**config.mk**
```make
export PLATFORM = sky130hd
export DESIGN_NAME = op_exec
export DESIGN_NICKNAME = d
export VERILOG_FILES = /design/src/logic/op_exec_pkg.sv /design/src/logic/op_exec.sv
export SDC_FILE = /design/constraint.sdc
export NUM_CORES = 1
export LEC_CHECK = 0
export BUFFER_PORTS_ARGS = -buffer_cell sky130_fd_sc_hd__buf_2
export CAP_MARGIN = 20
export CORE_AREA = 2 2 69 71
export CTS_BUF_LIST = sky130_fd_sc_hd__clkbuf_8
export DETAILED_ROUTE_END_ITERATION = 16
export DIE_AREA = 0 0 71 73
export RECOVER_POWER = 25
export REMOVE_ABC_BUFFERS = 1
export SYNTH_ARGS = -nofsm -noshare
export SYNTH_HDL_FRONTEND = slang
export SYNTH_SLANG_ARGS = --single-unit
```
**constraint.sdc**
```tcl
create_clock -name clock -period 2.7 [get_ports clock]
set_input_delay 0.135 -clock clock [delete_from_list [all_inputs] [get_ports clock]]
set_output_delay 0.135 -clock clock [all_outputs]
set_load 0.01 [all_outputs]
```
**src/logic/op_exec_pkg.sv**
```systemverilog
// Constants shared by the four-instruction execute block.
// Assumes a 14-bit instruction word and an 8-bit data path.
package op_exec_pkg;
    localparam int INSN_W = 14;
    localparam int DATA_W = 8;
    localparam int ADDR_W = 7;
    localparam int PHASES_PER_CYCLE = 4;
    localparam logic [1:0] PHASE_LAST = 2'h3;
    localparam logic [13:0] OP_ACC_ZERO = 14'h0103;
    localparam logic [13:0] OP_WD_RESTART = 14'h0064;
    localparam logic [5:0] OP_INVERT = 6'h09;
    localparam logic [5:0] OP_MINUS_ONE = 6'h03;
    localparam int OPC_HI = 13;
    localparam int OPC_LO = 8;
    localparam int DEST_BIT = 7;
    localparam logic [7:0] DATA_ZERO = 8'h00;
    localparam logic [7:0] DATA_ONE = 8'h01;
    localparam logic [6:0] ADDR_ZERO = 7'h00;
endpackage

```
**src/logic/op_exec.sv**
```systemverilog
// Decode and execute of the clear, invert, decrement and watchdog
// restart instructions for an 8-bit core.
// Assumes the fetch unit holds insn stable for a whole instruction
// cycle and that the register file answers file_rd_data combinationally
// for file_addr on the same clock.
`timescale 1ns/1ps
// Function
// - Zero accumulator, set zero flag, one cycle.
// - Invert register; destination bit picks target.
// - Watchdog restart clears watchdog counter, one cycle.
// - Watchdog restart clears prescaler same cycle.
// - Watchdog restart sets expiry and sleep flags.
// - Decrement register; destination bit picks target.
// - Seven-bit operand addresses registers 0x00-0x7F.
// - One instruction cycle equals four oscillator clocks.
module op_exec
    import op_exec_pkg::*;
#(
    parameter int DW = DATA_W
)(
    input wire logic clock,
    input wire logic reset,
    input wire logic [INSN_W-1:0] insn,
    input wire logic insn_valid,
    input wire logic [DW-1:0] file_rd_data,
    output logic [ADDR_W-1:0] file_addr,
    output logic [DW-1:0] file_wr_data,
    output logic file_wr_en,
    output logic [DW-1:0] acc_value,
    output logic result_null_flag,
    output logic expiry_flag,
    output logic sleep_status_flag,
    output logic watchdog_restart,
    output logic prescaler_restart,
    output logic insn_done
);
    // Quarter-cycle phase, accumulator, flags and write-back registers.
    logic [1:0] phase_ff, nxt_phase;
    logic [DW-1:0] acc_ff, nxt_acc;
    logic zero_ff, nxt_zero;
    logic expiry_ff, nxt_expiry;
    logic sleep_ff, nxt_sleep;
    logic wd_ff, nxt_wd;
    logic pre_ff, nxt_pre;
    logic [ADDR_W-1:0] addr_ff, nxt_addr;
    logic [DW-1:0] wdata_ff, nxt_wdata;
    logic wen_ff, nxt_wen;
    logic done_ff, nxt_done;
    logic [DW-1:0] result;
    logic is_inv, is_dec, exec_now;

    // True when an 8-bit value is zero, used for both byte operations.
    function automatic logic is_null(input logic [DW-1:0] v);
        return v == DW'(DATA_ZERO);
    endfunction

    // Operand address comes straight from the low seven bits.
    assign file_addr = insn[ADDR_W-1:0];

    // The phase counter wraps on its own; a two-bit count rolls over
    // after four clocks, which is exactly one instruction cycle.
    always_comb
    begin
        nxt_phase = phase_ff + 2'h1;
    end

    // Decode; execution lands on the last of four phases so each
    // instruction occupies exactly one instruction cycle.
    always_comb
    begin
        is_inv = insn[OPC_HI:OPC_LO] == OP_INVERT;
        is_dec = insn[OPC_HI:OPC_LO] == OP_MINUS_ONE;
        exec_now = insn_valid && (phase_ff == PHASE_LAST);
        // Other opcodes leave result at zero; it is then never used.
        result = DW'(DATA_ZERO);
        if (is_inv)
        begin
            result = ~file_rd_data;
        end
        else if (is_dec)
        begin
            result = file_rd_data - DW'(DATA_ONE);
        end
    end

    // Next state of accumulator, flags, pulses and write-back. Accumulator,
    // flags, address and data hold by default and the pulses default low, so
    // refused opcodes change nothing but the done pulse.
    always_comb
    begin
        nxt_acc = acc_ff;
        nxt_zero = zero_ff;
        nxt_expiry = expiry_ff;
        nxt_sleep = sleep_ff;
        nxt_wd = 1'b0;
        nxt_pre = 1'b0;
        nxt_addr = addr_ff;
        nxt_wdata = wdata_ff;
        nxt_wen = 1'b0;
        nxt_done = exec_now;
        if (exec_now)
        begin
            if (insn == OP_ACC_ZERO)
            begin
                nxt_acc = DW'(DATA_ZERO);
                nxt_zero = 1'b1;
            end
            // Watchdog restart touches only the two status flags and the two pulses,
            // so the zero flag keeps whatever the last clear, invert or decrement left.
            else if (insn == OP_WD_RESTART)
            begin
                nxt_wd = 1'b1;
                nxt_pre = 1'b1;
                nxt_expiry = 1'b1;
                nxt_sleep = 1'b1;
            end
            else if (is_inv || is_dec)
            begin
                nxt_zero = is_null(result);
                // Destination bit set sends the result back to the file;
                // clear keeps it in the accumulator and the file untouched.
                if (insn[DEST_BIT])
                begin
                    nxt_addr = insn[ADDR_W-1:0];
                    nxt_wdata = result;
                    nxt_wen = 1'b1;
                end
                else
                begin
                    nxt_acc = result;
                end
            end
        end
    end

    // Phase register. It runs free from reset release, so execute slots
    // fall every fourth clock whether or not a word is waiting.
    always_ff @(posedge clock)
    begin
        if (reset)
        begin
            phase_ff <= 2'h0;
        end
        else
        begin
            phase_ff <= nxt_phase;
        end
    end

    // Accumulator and zero flag. The accumulator clears on reset so the
    // first byte operation never sees an unknown value.
    always_ff @(posedge clock)
    begin
        if (reset)
        begin
            acc_ff <= DW'(DATA_ZERO);
            zero_ff <= 1'b0;
        end
        else
        begin
            acc_ff <= nxt_acc;
            zero_ff <= nxt_zero;
        end
    end

    // Status flags and watchdog pulses. The flags come up set, the same
    // value a watchdog restart leaves, so software sees a clean start.
    always_ff @(posedge clock)
    begin
        if (reset)
        begin
            expiry_ff <= 1'b1;
            sleep_ff <= 1'b1;
            wd_ff <= 1'b0;
            pre_ff <= 1'b0;
        end
        else
        begin
            expiry_ff <= nxt_expiry;
            sleep_ff <= nxt_sleep;
            wd_ff <= nxt_wd;
            pre_ff <= nxt_pre;
        end
    end

    // Write-back and done pulse. Registering these costs one clock but
    // keeps the file write off the combinational read path.
    always_ff @(posedge clock)
    begin
        if (reset)
        begin
            addr_ff <= ADDR_ZERO;
            wdata_ff <= DW'(DATA_ZERO);
            wen_ff <= 1'b0;
            done_ff <= 1'b0;
        end
        else
        begin
            addr_ff <= nxt_addr;
            wdata_ff <= nxt_wdata;
            wen_ff <= nxt_wen;
            done_ff <= nxt_done;
        end
    end

    // Only data and strobe leave registered; the write address is file_addr,
    // which the file holds a clock, so the write lands one clock after execute.
    assign file_wr_data = wdata_ff;
    assign file_wr_en = wen_ff;

    // Accumulator and zero flag stand until the next instruction that
    // writes them.
    assign acc_value = acc_ff;
    assign result_null_flag = zero_ff;

    // Status flags and the one-clock watchdog and prescaler pulses.
    assign expiry_flag = expiry_ff;
    assign sleep_status_flag = sleep_ff;
    assign watchdog_restart = wd_ff;
    assign prescaler_restart = pre_ff;
    assign insn_done = done_ff;
endmodule // op_exec

```
---- Yosys cells after proc, flatten, opt, wreduce, memory -nomap -nowiden ----
Cells that the tools add are included.
storage, ports and cells
  flip-flop bits (word level) ............. 22
  bits of input ports ..................... 25
  output and inout bits ................... 30
  word-level logic and storage cells ...... 41
cells by class
  add/subtract/negate cells ............... 2
  equal/unequal tests ..................... 7
  muxes and demuxes ....................... 11
  bitwise operators ....................... 5
  reductions and logical operators ........ 9
operator list
  operator                                          number
  2-to-1 mux 8 bit                                  6
  == test 14 x 7 -> 1 bit, second input constant    1
  == test 14 x 9 -> 1 bit, second input constant    1
  logical NOT 8 bit                                 1
  inverter 8 bit                                    1
  subtractor 8 x 1 -> 8 bit, second input constant  1
  == test 6 x 2 -> 1 bit, second input constant     1
  == test 6 x 4 -> 1 bit, second input constant     1
  2-to-1 mux 1 bit                                  5
  AND reduction 5 bit                               1
  OR reduction 5 bit                                1
  inverter 1 bit                                    4
  AND reduction 4 bit                               1
  AND reduction 3 bit                               1
  OR reduction 3 bit                                1
  adder 2 x 1 -> 2 bit, second input constant       1
  == test 2 bit, second input constant              1
  != test 2 x 1 -> 1 bit, second input constant     1
  != test 2 bit, second input constant              1
  nonzero test 2 bit                                1
  logical AND 1 bit                                 1
  logical OR 1 bit                                  1

---- Depth between registers and ports, before layout ----
Gate-level depths: netlist of run 1.
  word-level depth ........................ 7
  depth in mapped cells ................... 8
  gate-level depth less buffers ........... 8

---- Worst setup path before layout of run 1 ----
Ideal clock, no wire load.
  kind .................................... input port to flip-flop
  start point ............................. input port file_rd_data[0]
  end point ............................... register zero_ff (netlist: result_null_flag)
  library setup time ...................... 70 ps
  arrival time ............................ 1617 ps
  data required time ...................... 2630 ps
  slack ................................... 1013 ps
  stages on the path ...................... 7
  path buffers ............................ 0
  cells stage by stage .................... inv_1 ha_1 or3b_2 o311ai_0 a21oi_1 a211o_1 a21oi_1
between the ends
  longest elaborated chain between the ends .. 7
  elaborated cells between the ends (all ways) .. 8
  classes of those cells .................. 1 x add/sub; 5 x mux; 1 x bitwise; 1 x reduce/logical
RTL lines
  element                    RTL line        source
  start: declaration         op_exec.sv:25   input wire logic [DW-1:0] file_rd_data,
  subtractor 8 x 1 -> 8 bit  op_exec.sv:82   result = file_rd_data - DW'(DATA_ONE);
  2-to-1 mux 8 bit           op_exec.sv:80   else if (is_dec)
  2-to-1 mux 8 bit *         op_exec.sv:76   if (is_inv)
  logical NOT 8 bit *        op_exec.sv:54   return v == DW'(DATA_ZERO);
  2-to-1 mux 1 bit *         op_exec.sv:117  else if (is_inv || is_dec)
  2-to-1 mux 1 bit *         op_exec.sv:110  else if (insn == OP_WD_RESTART)
  2-to-1 mux 1 bit *         op_exec.sv:103  if (insn == OP_ACC_ZERO)
  end signal: assignment     op_exec.sv:162  zero_ff <= nxt_zero;
  end: declaration           op_exec.sv:40   logic zero_ff, nxt_zero;
Mark *: on every way between the ends. The rest lies on a longest branch, timed or not. The select of a mux whose other input is x is not followed.
A chain may end at the register's enable or synchronous reset.

---- Final worst setup path of run 1 ----
  start point ............................. input port insn[13]
  end point ............................... register wdata_ff[7] (netlist: file_wr_data[7])
between the ends
  longest elaborated chain between the ends .. 3
  elaborated cells between the ends (all ways) .. 10
  classes of those cells .................. 4 x eq/ne; 2 x mux; 2 x bitwise; 2 x reduce/logical
RTL lines
  element                                                                   RTL line        source
  start: declaration                                                        op_exec.sv:23   input wire logic [INSN_W-1:0] insn,
  == test 14 x 7 -> 1 bit (tied with other cells)                           op_exec.sv:110
  inverter 1 bit (no line) (tied with other cells)                          -
  AND reduction 5 bit (no line) / 2-to-1 mux 8 bit (equally long branches)  -
  end signal: assignment                                                    op_exec.sv:193  wdata_ff <= DW'(DATA_ZERO);
  end signal: assignment                                                    op_exec.sv:200  wdata_ff <= nxt_wdata;
  end: declaration                                                          op_exec.sv:46   logic [DW-1:0] wdata_ff, nxt_wdata;
Parallel ways exist; a longest one is shown, timed or not.

==> run_results.csv, run 1 <==
group,metric,value,unit
flow_run,max_cap_viol_count,0,
sta,setup_slack,0.887,ns
clock_tree,cts_root_buffer,"clkbuf_8",
placed_design,pre_cts_ws,0.594,ns
die,dieHeight,73,microns
yosys,synth_edf_count,0,
drt,drtPass1Iterations,4,
grt,overflow,0,
sta,fmax,552,MHz
yosys,synthSimpleGateAreaFrac,28.3,%
yosys,synth-seq-cells,22,
die,coreArea,4540,sq um
die,initial_utilization,28.7,%
sta,fin_crit_sh,67.1,%
layout,seqCellArea,440,sq um
yosys,syn_area,1300,sq um
yosys,synth_compound_area_share,20.1,%
layout,nets,229,
clock_tree,clkSinkCount,22,
drt,routedWlPerCell,12.9,microns
clock_tree,postCtsSetupRepairBufs,0,
clock_tree,cts_buffers,3,
critical_path,crit_fanout,11,
yosys,synth_xor_area_share,2.69,%
yosys,yosysSeqAreaShare,33.8,%
placed_design,numPortBuffers,52,
drt,via_count,1259,
grt,grt_pass1_wl,5510,microns
placed_design,gp_congestion,0.854,
yosys,synth_flop_cell,"dfxtp_1",
grt,grt_max_degree,21,
yosys,yosysWarnings,0,
yosys,muxShareOfSynthArea,3.07,%
grt,track_usage,13.2,%
clock_tree,cts_tree,"done",
sta,rsz0062_at_grt,"no",
sta,fin_crit,1.81,ns
sta,final-hold-violation-count,0,
critical_path,critPathKind,"in -> reg",
clock_tree,cts_hold_buf,0,
layout,drive_above_1_share,26.4,%
drt,via_per_inst,4.94,
pwr,p_leak,0.000673,uW
placed_design,place_area,1530,sq um
yosys,synth_cell_types,46,
critical_path,cp-start-kind,"input pin",
grt,grt_pass1_vias,1161,
die,die_w,71,microns
clock_tree,htree_levels,1,
clock_tree,clk_pin_slew,0.08,ns
drt,drc_errors,0,
sta,holdWs,0.142,ns
drt,ant_nets,0,
pwr,peakVddDrop,0.199,mV
yosys,synthArstFlopShare,0,%
die,die_area,5180,sq um
sta,skew,0.00351,ns
layout,final_area,1570,sq um
layout,area_growth_syn_to_layout,20.2,%
critical_path,cp_data_arrival_time,1.97,ns
critical_path,required,2.86,ns
pwr,p_total,652,uW
layout,antennaDiodeCount,0,
placed_design,place_hpwl,2600,microns
yosys,synth_top_family_by_area,"simple AND/OR/NAND/NOR gates",
grt,antenna_found_initial,0,
critical_path,crit_path_end_kind,"flip-flop",
pwr,pwr_density_cell,416,nW/um^2
yosys,synth_cells,161,
yosys,synth_area_per_cell,8.10,sq um
die,rows,25,
clock_tree,cts.path.max_buffers,2,
sta,finalSetupViolations,0,
drt,drt-total-wl,3300,microns
min_path,hold_path.class,"in -> reg",
sta,drv_slew,0,
status,status,"complete, no violations",
sta,setup_tns,0,ns
drt,drtIter0Drc,67,
clock_tree,cts-resized-gates,0,
yosys,synth_fa_ha_area_share,1.92,%
clock_tree,clock_latency,0.26,ns
die,num_io_pins,55,
critical_path,r2r_slack,0.89,ns
layout,fillers,492,
layout,multi_input_area,738,sq um
[worst max-delay path, stage by stage]
cell and delay (ns):
buf_2 0.13, or4b_1 0.67, a211oi_4 0.32, nand2_1 0.34
nand2_1 0.15, o21ai_1 0.06, and2_1 0.16
[cells by family (layout without fill, tap and decap cells)]
group                      after synthesis  count (layout)
and+or+nand+nor                         70              70
AOI/OAI and AO/OA                       37              37
DFF                                     22              22
buffers and inverters                   21              60
xor gates and xnor gates                 4               4
muxes                                    4               4
adders and majority gates                2               2
other                                    1               2
[synthesized netlist by cell type (2+ instances only)]
library cell,number,area share (%)
nor2_1,27,7.8
dfxtp_1,22,34
a21oi_1,13,5.0
buf_4,11,6.3
nand2_1,9,2.6
nor3_1,6,2.3
a22oi_1,5,2.9
clkbuf_1,5,1.4
mux2i_1,4,3.1
nand3_1,4,1.5
nor4_1,4,1.9
o21ai_0,4,1.5
inv_1,3,0.86
nor2b_1,3,1.4
and3_1,2,0.96
ha_1,2,1.9
nand2b_1,2,0.96
nor3b_1,2,1.2
o211ai_1,2,1.2
o311ai_0,2,1.3
or3_1,2,0.96
xnor2_1,2,1.3
xor2_1,2,1.3
[cell type report]
class | count | share of cell area [%]
sequential | 22 | 28.1
clock buffer | 4 | 3.51
tap | 54 | 4.31
inverter | 3 | 0.718
timing repair buffer | 53 | 16.3
multi-input combinational | 119 | 47.1
[stage by stage]
| stage | util (%) | instances |
|---|---|---|
| global placement | 33.6 | 251 |
| detailed placement | 33.6 | 251 |
| floorplan | - | 144 |
| CTS | 34.8 | 255 |
| global route | 34.6 | 255 |
| finish | 34.6 | 255 |
[per-layer routing]
| metal | GRT usage [%] | wire length (microns) | vias up |
|---|---|---|---|
| li1 | - | - | 645 |
| met1 | 17.4 | 1520 | 578 |
| met2 | 22.0 | 1600 | 34 |
| met3 | 3.73 | 168 | 2 |
| met4 | 2.10 | 16 | 0 |
| met5 | 0 | 0 | - |
[path summary, 6_finish.rpt]
check | from | endpoint | cells after the start
worst max-delay path | insn[13] | file_wr_data[7]$_SDFFE_PP0P_ | 7
worst min-delay path | insn[7] | file_wr_en$_SDFF_PP0_ | 3
worst max register to register | phase_ff[0]$_SDFF_PP0_ | file_wr_data[7]$_SDFFE_PP0P_ | 7
worst min register to register | phase_ff[0]$_SDFF_PP0_ | phase_ff[0]$_SDFF_PP0_ | 1
[cells in the final DEF (no fill, tap or decap), drive strengths merged, types with 3 or more instances in the layout]
master	netlist	final
buf	13	43
nor2	27	27
dfxtp	22	22
clkbuf	5	14
a21oi	13	13
nand2	9	9
nor3	6	6
o21ai	6	6
a22oi	5	5
nor4	4	4
nand3	4	4
mux2i	4	4
inv	3	3
nor2b	3	3
[report_power, final]
part / switching, uW / leakage (uW) / total, uW / internal [uW]
sequential: 1.16 / 0.000178 / 328 / 327
clock: 102 / 0.0000288 / 232 / 130
combinational: 56.3 / 0.000466 / 92.1 / 35.8
[registers in the layout, summed over array words and instances, names as in the netlist]
register           cells
prescaler_restart      1
file_wr_en             1
file_wr_data           8
acc_value              8
result_null_flag       1
phase_ff               2
insn_done              1
Note: power is estimated with default switching activity, not from simulation.
==> inputs of run 2 (changes only) <==
==> constraint.sdc (replaced) <==
create_clock -name clock -period 1.6 [get_ports clock]
set_input_delay 0.08 -clock clock [delete_from_list [all_inputs] [get_ports clock]]
set_output_delay 0.08 -clock clock [all_outputs]
set_load 0.01 [all_outputs]
==> run 2 against run 1 <==
Die area unchanged. Largest cell class unchanged. Worst hold slack better by 0.0061 ns. Non-clock buffer count up 35. First-iteration DRC count down 45%. Critical path type is now reg -> reg. Sequential share of layout area down 5.1 points. Count of clock-buffer cells in the layout unchanged. Power up 79%. Clock power up 73%. Via count up 11%. Worst setup slack worse by 0.85 ns. Cell count up 14%.
==> run_results.csv, run 2 (synthesized netlist as in run 1, its figures left out) <==
group,metric,value,unit
clock_tree,cts_root_buffer,"clkbuf_8",
pwr,peakVddDrop,0.411,mV
clock_tree,clkSinkCount,22,
sta,fin_crit,1.57,ns
layout,antennaDiodeCount,0,
pwr,swShare,25.3,%
clock_tree,clk_pin_slew,0.08,ns
min_path,hold_path.class,"in -> reg",
layout,final_cell_mix,"45 x buf_2, 34 x buf_4, 25 x nor2_1",
drt,via_per_inst,4.79,
grt,overflow,0,
die,die_area,5180,sq um
sta,rsz0062_at_grt,"yes",
pwr,clockPowerShare,34.4,%
grt,track_usage,13.8,%
pwr,switchingPower,297,uW
drt,via_count,1395,
critical_path,reg2reg_depth,7,
sta,fmax,638,MHz
grt,grt_pass1_vias,1232,
critical_path,required,1.75,ns
critical_path,cp-start-kind,"flip-flop",
placed_design,numPortBuffers,52,
pwr,p_total,1170,uW
die,initial_utilization,28.7,%
drt,ant_nets,0,
clock_tree,cts_tree,"done",
critical_path,cpMaxStageDelayCell,"dfxtp_2",
critical_path,r2r-start,"phase_ff[0]$_SDFF_PP0_",
critical_path,crit_start,"phase_ff[0]$_SDFF_PP0_",
critical_path,cpPeakStageDelay,0.34,ns
drt,drt-total-wl,3720,microns
pwr,p_comb_share,18.2,%
drt,routedWlPerCell,12.8,microns
clock_tree,cts_hold_buf,0,
grt,grt_pass1_wl,5650,microns
sta,final-hold-violation-count,0,
grt,met1_usage,16.6,%
status,status,"complete, no violations",
layout,final_util,42.3,%
layout,drive_above_1_share,44.7,%
grt,grtUsageMet3,3.45,%
drt,drc_errors,0,
clock_tree,htree_levels,1,
critical_path,cp_data_arrival_time,1.71,ns
grt,grt_use_met2,25.3,%
drt,drtPass1Iterations,4,
critical_path,crit_path_end_kind,"flip-flop",
critical_path,crit_buf_inv,1,
critical_path,crit_fanout,5,
layout,fillers,483,
sta,drv_slew,0,
placed_design,place_hpwl,2930,microns
min_path,hp-start,"insn[3]",
layout,area_growth_syn_to_layout,47.0,%
sta,skew,0.00236,ns
drt,drtIter0Drc,37,
clock_tree,cts.path.max_buffers,2,
grt,antenna_found_initial,0,
critical_path,worst-path-stages,7,
pwr,p_leak,0.000869,uW
layout,final_common_cell,"buf_2",
critical_path,critPathTopFamily,"compound AO/OA/AOI/OAI gates",
die,coreArea,4540,sq um
critical_path,critPathKind,"reg -> reg",
sta,finalSetupViolations,0,
grt,busiest_layer,"met2",
die,num_io_pins,55,
die,die_w,71,microns
sta,fin_crit_sh,97.9,%
die,rows,25,
clock_tree,clock_latency,0.26,ns
flow_run,max_cap_viol_count,0,
critical_path,crit_chain,"ha_1, nand2_2, a211oi_4, buf_4, o21bai_4, a22oi_1, nor2_1",
die,dieHeight,73,microns
critical_path,reg2reg_to,"acc_value[2]$_SDFFE_PP0P_",
grt,grt_max_degree,21,
placed_design,gp_congestion,0.928,
critical_path,endpoint,"acc_value[2]$_SDFFE_PP0P_",
pwr,intPower,873,uW
layout,nets,265,
pwr,pwr_density_cell,610,nW/um^2
clock_tree,cts_buffers,3,
critical_path,r2r_slack,0.03,ns
pwr,seq_power_share,47.4,%
==> run 2: area by class of cell <==
class                   instances  area [sq um]  area share (%)
well taps                      54          67.6            3.52
flip-flops and latches         22           442            23.0
multi-input cells             120           812            42.4
repair buffers                 88           529            27.6
clock buffers                   4          55.1            2.87
inverters                       3          11.3           0.587
==> run 2: power groups by stage <==
| stage | sequential [uW] | combinational [uW] | clock, uW |
|---|---|---|---|
| after floorplan | 567 | 67.2 | 0 |
| after detailed placement | 567 | 205 | 0 |
| after global placement | 567 | 205 | 0 |
| after CTS | 554 | 208 | 416 |
| final | 554 | 213 | 402 |
| after global routing | 555 | 235 | 447 |
==> run 2: how the worst min path moves through the flow <==
stage | end | slack (ns) | cells past startpoint
3_3_place_gp | file_addr[4] | 0.37 | 2
2_1_floorplan | phase_ff[0]$_SDFF_PP0_ | 0.15 | 1
4_1_cts | prescaler_restart$_SDFF_PP0_ | 0.15 | 3
6_report | prescaler_restart$_SDFF_PP0_ | 0.15 | 3
3_5_place_dp | file_addr[4] | 0.37 | 2
5_1_grt | prescaler_restart$_SDFF_PP0_ | 0.16 | 3
==> run 2: what timing repair did <==
item / 4_1_cts / 5_1_grt
gates cloned: 0 / 1
setup buffers: 0 / 2
setup endpoints to repair: 14 / 11
gates resized for setup: 2 / 16
pin swaps: 1 / 7
hold endpoints to repair: 0 / 0
==> run 2: metal layers <==
layer	part of all wire [%]	wire length (microns)
met1	45	1680
met2	50	1860
met3	4.3	159
met4	0.27	10
met5	0	0
==> run 2: metrics by stage <==
step,hold slack [ns],setup slack (ns),cell area [sq um],cells,TNS (ns)
after global routing,0.163,-0.0320,1920,291,-0.134
final,0.148,0.0330,1920,291,0
after global placement,0.366,-0.210,1770,284,-2.25
after floorplan,0.147,-0.124,1190,144,-0.398
after CTS,0.151,0.0123,1840,288,0
after detailed placement,0.367,-0.226,1770,284,-2.62
==> run 2: tightest hold or removal path, cell delays in order <==
cell and delay [ns]:
buf_2 0.09, nor2_1 0.05, and4_1 0.15
==> inputs of run 3 (changes only) <==
--- a/config.mk
+++ b/config.mk
@@ -5,7 +5,7 @@
 export SDC_FILE = /design/constraint.sdc
 export NUM_CORES = 1
 export LEC_CHECK = 0
-export BUFFER_PORTS_ARGS = -buffer_cell sky130_fd_sc_hd__buf_2
+export BUFFER_PORTS_ARGS = -buffer_cell sky130_fd_sc_hd__buf_4
 export CAP_MARGIN = 20
 export CORE_AREA = 2 2 69 71
 export CTS_BUF_LIST = sky130_fd_sc_hd__clkbuf_8
==> run 3 against run 2 <==
Non-clock buffer count shrank 4. Sequential power is essentially flat. Core utilization grew 1.5 points. Cell count shrank 1.7%. Critical endpoint is now result_null_flag$_SDFFE_PP0P_. Highest routed layer unchanged.
==> run_results.csv, run 3 (synthesized netlist as in run 1, its figures left out) <==
group,metric,value,unit
grt,overflow,0,
die,die_area,5180,sq um
die,initial_utilization,28.7,%
critical_path,crit_fanout,4,
grt,grt_pass1_wl,6030,microns
clock_tree,cts_buffers,3,
pwr,p_leak,0.000863,uW
pwr,p_total,1180,uW
sta,fin_crit,1.54,ns
min_path,hold_path.class,"in -> reg",
die,num_io_pins,55,
clock_tree,cts_tree,"done",
grt,track_usage,14.4,%
critical_path,cp-start-kind,"input pin",
drt,drc_errors,0,
sta,fin_crit_sh,96.0,%
layout,final_area,1990,sq um
critical_path,required,1.80,ns
die,coreArea,4540,sq um
sta,finalSetupViolations,0,
sta,final-hold-violation-count,0,
drt,via_per_inst,4.79,
sta,setup_slack,0.0642,ns
placed_design,place_hpwl,2970,microns
critical_path,crit_path_end_kind,"flip-flop",
clock_tree,postCtsSetupRepairBufs,0,
critical_path,cp_data_arrival_time,1.73,ns
drt,drtIter0Drc,48,
clock_tree,clk_pin_slew,0.08,ns
pwr,pwr_density_cell,595,nW/um^2
drt,via_count,1371,
sta,rsz0062_at_grt,"yes",
placed_design,place_area,1910,sq um
drt,routedWlPerCell,12.6,microns
placed_design,numPortBuffers,52,
status,status,"complete, no violations",
drt,ant_nets,0,
critical_path,crit_chain,"buf_4, inv_1, ha_1, or3b_2, o311ai_1, a21oi_2, a211o_1, a21oi_1",
grt,grt_max_degree,21,
grt,grt_pass1_vias,1313,
clock_tree,cts_hold_buf,0,
placed_design,pre_cts_ws,-0.270,ns
sta,skew,0.00402,ns
die,die_w,71,microns
layout,final_common_cell,"buf_4",
critical_path,critPathKind,"in -> reg",
pwr,peakVddDrop,0.352,mV
die,dieHeight,73,microns
layout,nets,260,
layout,final_cell_mix,"71 x buf_4, 27 x nor2_1, 21 x dfxtp_1",
critical_path,cpMaxStageDelayCell,"or3b_2",
placed_design,gp_congestion,0.923,
sta,fmax,651,MHz
die,rows,25,
clock_tree,clkSinkCount,22,
drt,drtPass1Iterations,3,
grt,antenna_found_initial,0,
flow_run,max_cap_viol_count,0,
clock_tree,htree_levels,1,
layout,area_growth_syn_to_layout,52.3,%
clock_tree,clock_latency,0.26,ns
layout,final_util,43.8,%
drt,drt-total-wl,3600,microns
clock_tree,cts_root_buffer,"clkbuf_8",
clock_tree,cts.path.max_buffers,2,
layout,drive_above_1_share,40.5,%
critical_path,cpPeakStageDelay,0.49,ns
sta,drv_slew,0,
layout,antennaDiodeCount,0,
[run 3: cell count changes in the layout (fill, tap and decap cells not counted), moves of 2 or more]
cell,before,now
buf_12,0,2
buf_2,45,0
nor2_1,25,27
clkbuf_1,7,10
buf_4,34,71
nor2_2,2,0
[run 3: final cells by class]
class | instances | area, sq um
inverters | 3 | 11.3
fillers | 476 | 2550
multi-input cells | 119 | 788
clock buffers | 4 | 55.1
flip-flops and latches | 22 | 442
repair buffers | 84 | 622
well taps | 54 | 67.6
[run 3: critical path, delay by kind of cell]
kind | cells | cell delay [ns]
fa+ha+maj | 1 | 0.16
buf+inv | 2 | 0.20
compound gates | 4 | 0.80
simple gates | 1 | 0.49
[run 3: what timing repair did]
action,4_1_cts,5_1_grt
endpoints found under the hold margin,0,0
pin swaps,1,5
gates resized for setup,1,13
setup endpoints to repair,9,17
[run 3: worst paths after layout]
path | start | to | slack, ns | depth (start not counted)
worst min register to register | phase_ff[0]$_SDFF_PP0_ | phase_ff[0]$_SDFF_PP0_ | 0.41 | 1
worst max-delay path | file_rd_data[0] | result_null_flag$_SDFFE_PP0P_ | 0.06 | 8
worst max register to register | phase_ff[0]$_SDFF_PP0_ | result_null_flag$_SDFFE_PP0P_ | 0.08 | 7
worst min-delay path | insn[7] | file_wr_en$_SDFF_PP0_ | 0.08 | 3
[run 3: metal layers]
metal / vias up / routed length [microns] / share of wire, % / GRT usage [%]
li1: 707 / - / - / -
met1: 632 / 1550 / 43 / 17.0
met2: 26 / 1850 / 51 / 26.6
met3: 6 / 159 / 4.4 / 3.31
met4: 0 / 46 / 1.3 / 3.35
met5: - / 0 / 0 / 0
[run 3: where the power goes]
part / switching, uW / internal, uW
clock: 180 / 219
combinational: 108 / 119
sequential: 2.09 / 552
[run 3: metrics by stage]
step / setup TNS [ns] / instances / hold WS [ns]
after CTS: 0 / 286 / 0.0714
after global routing: -0.00205 / 286 / 0.0828
after floorplan: -0.398 / 144 / 0.147
final: 0 / 286 / 0.0821
after detailed placement: -3.23 / 282 / 0.352
after global placement: -2.64 / 282 / 0.351
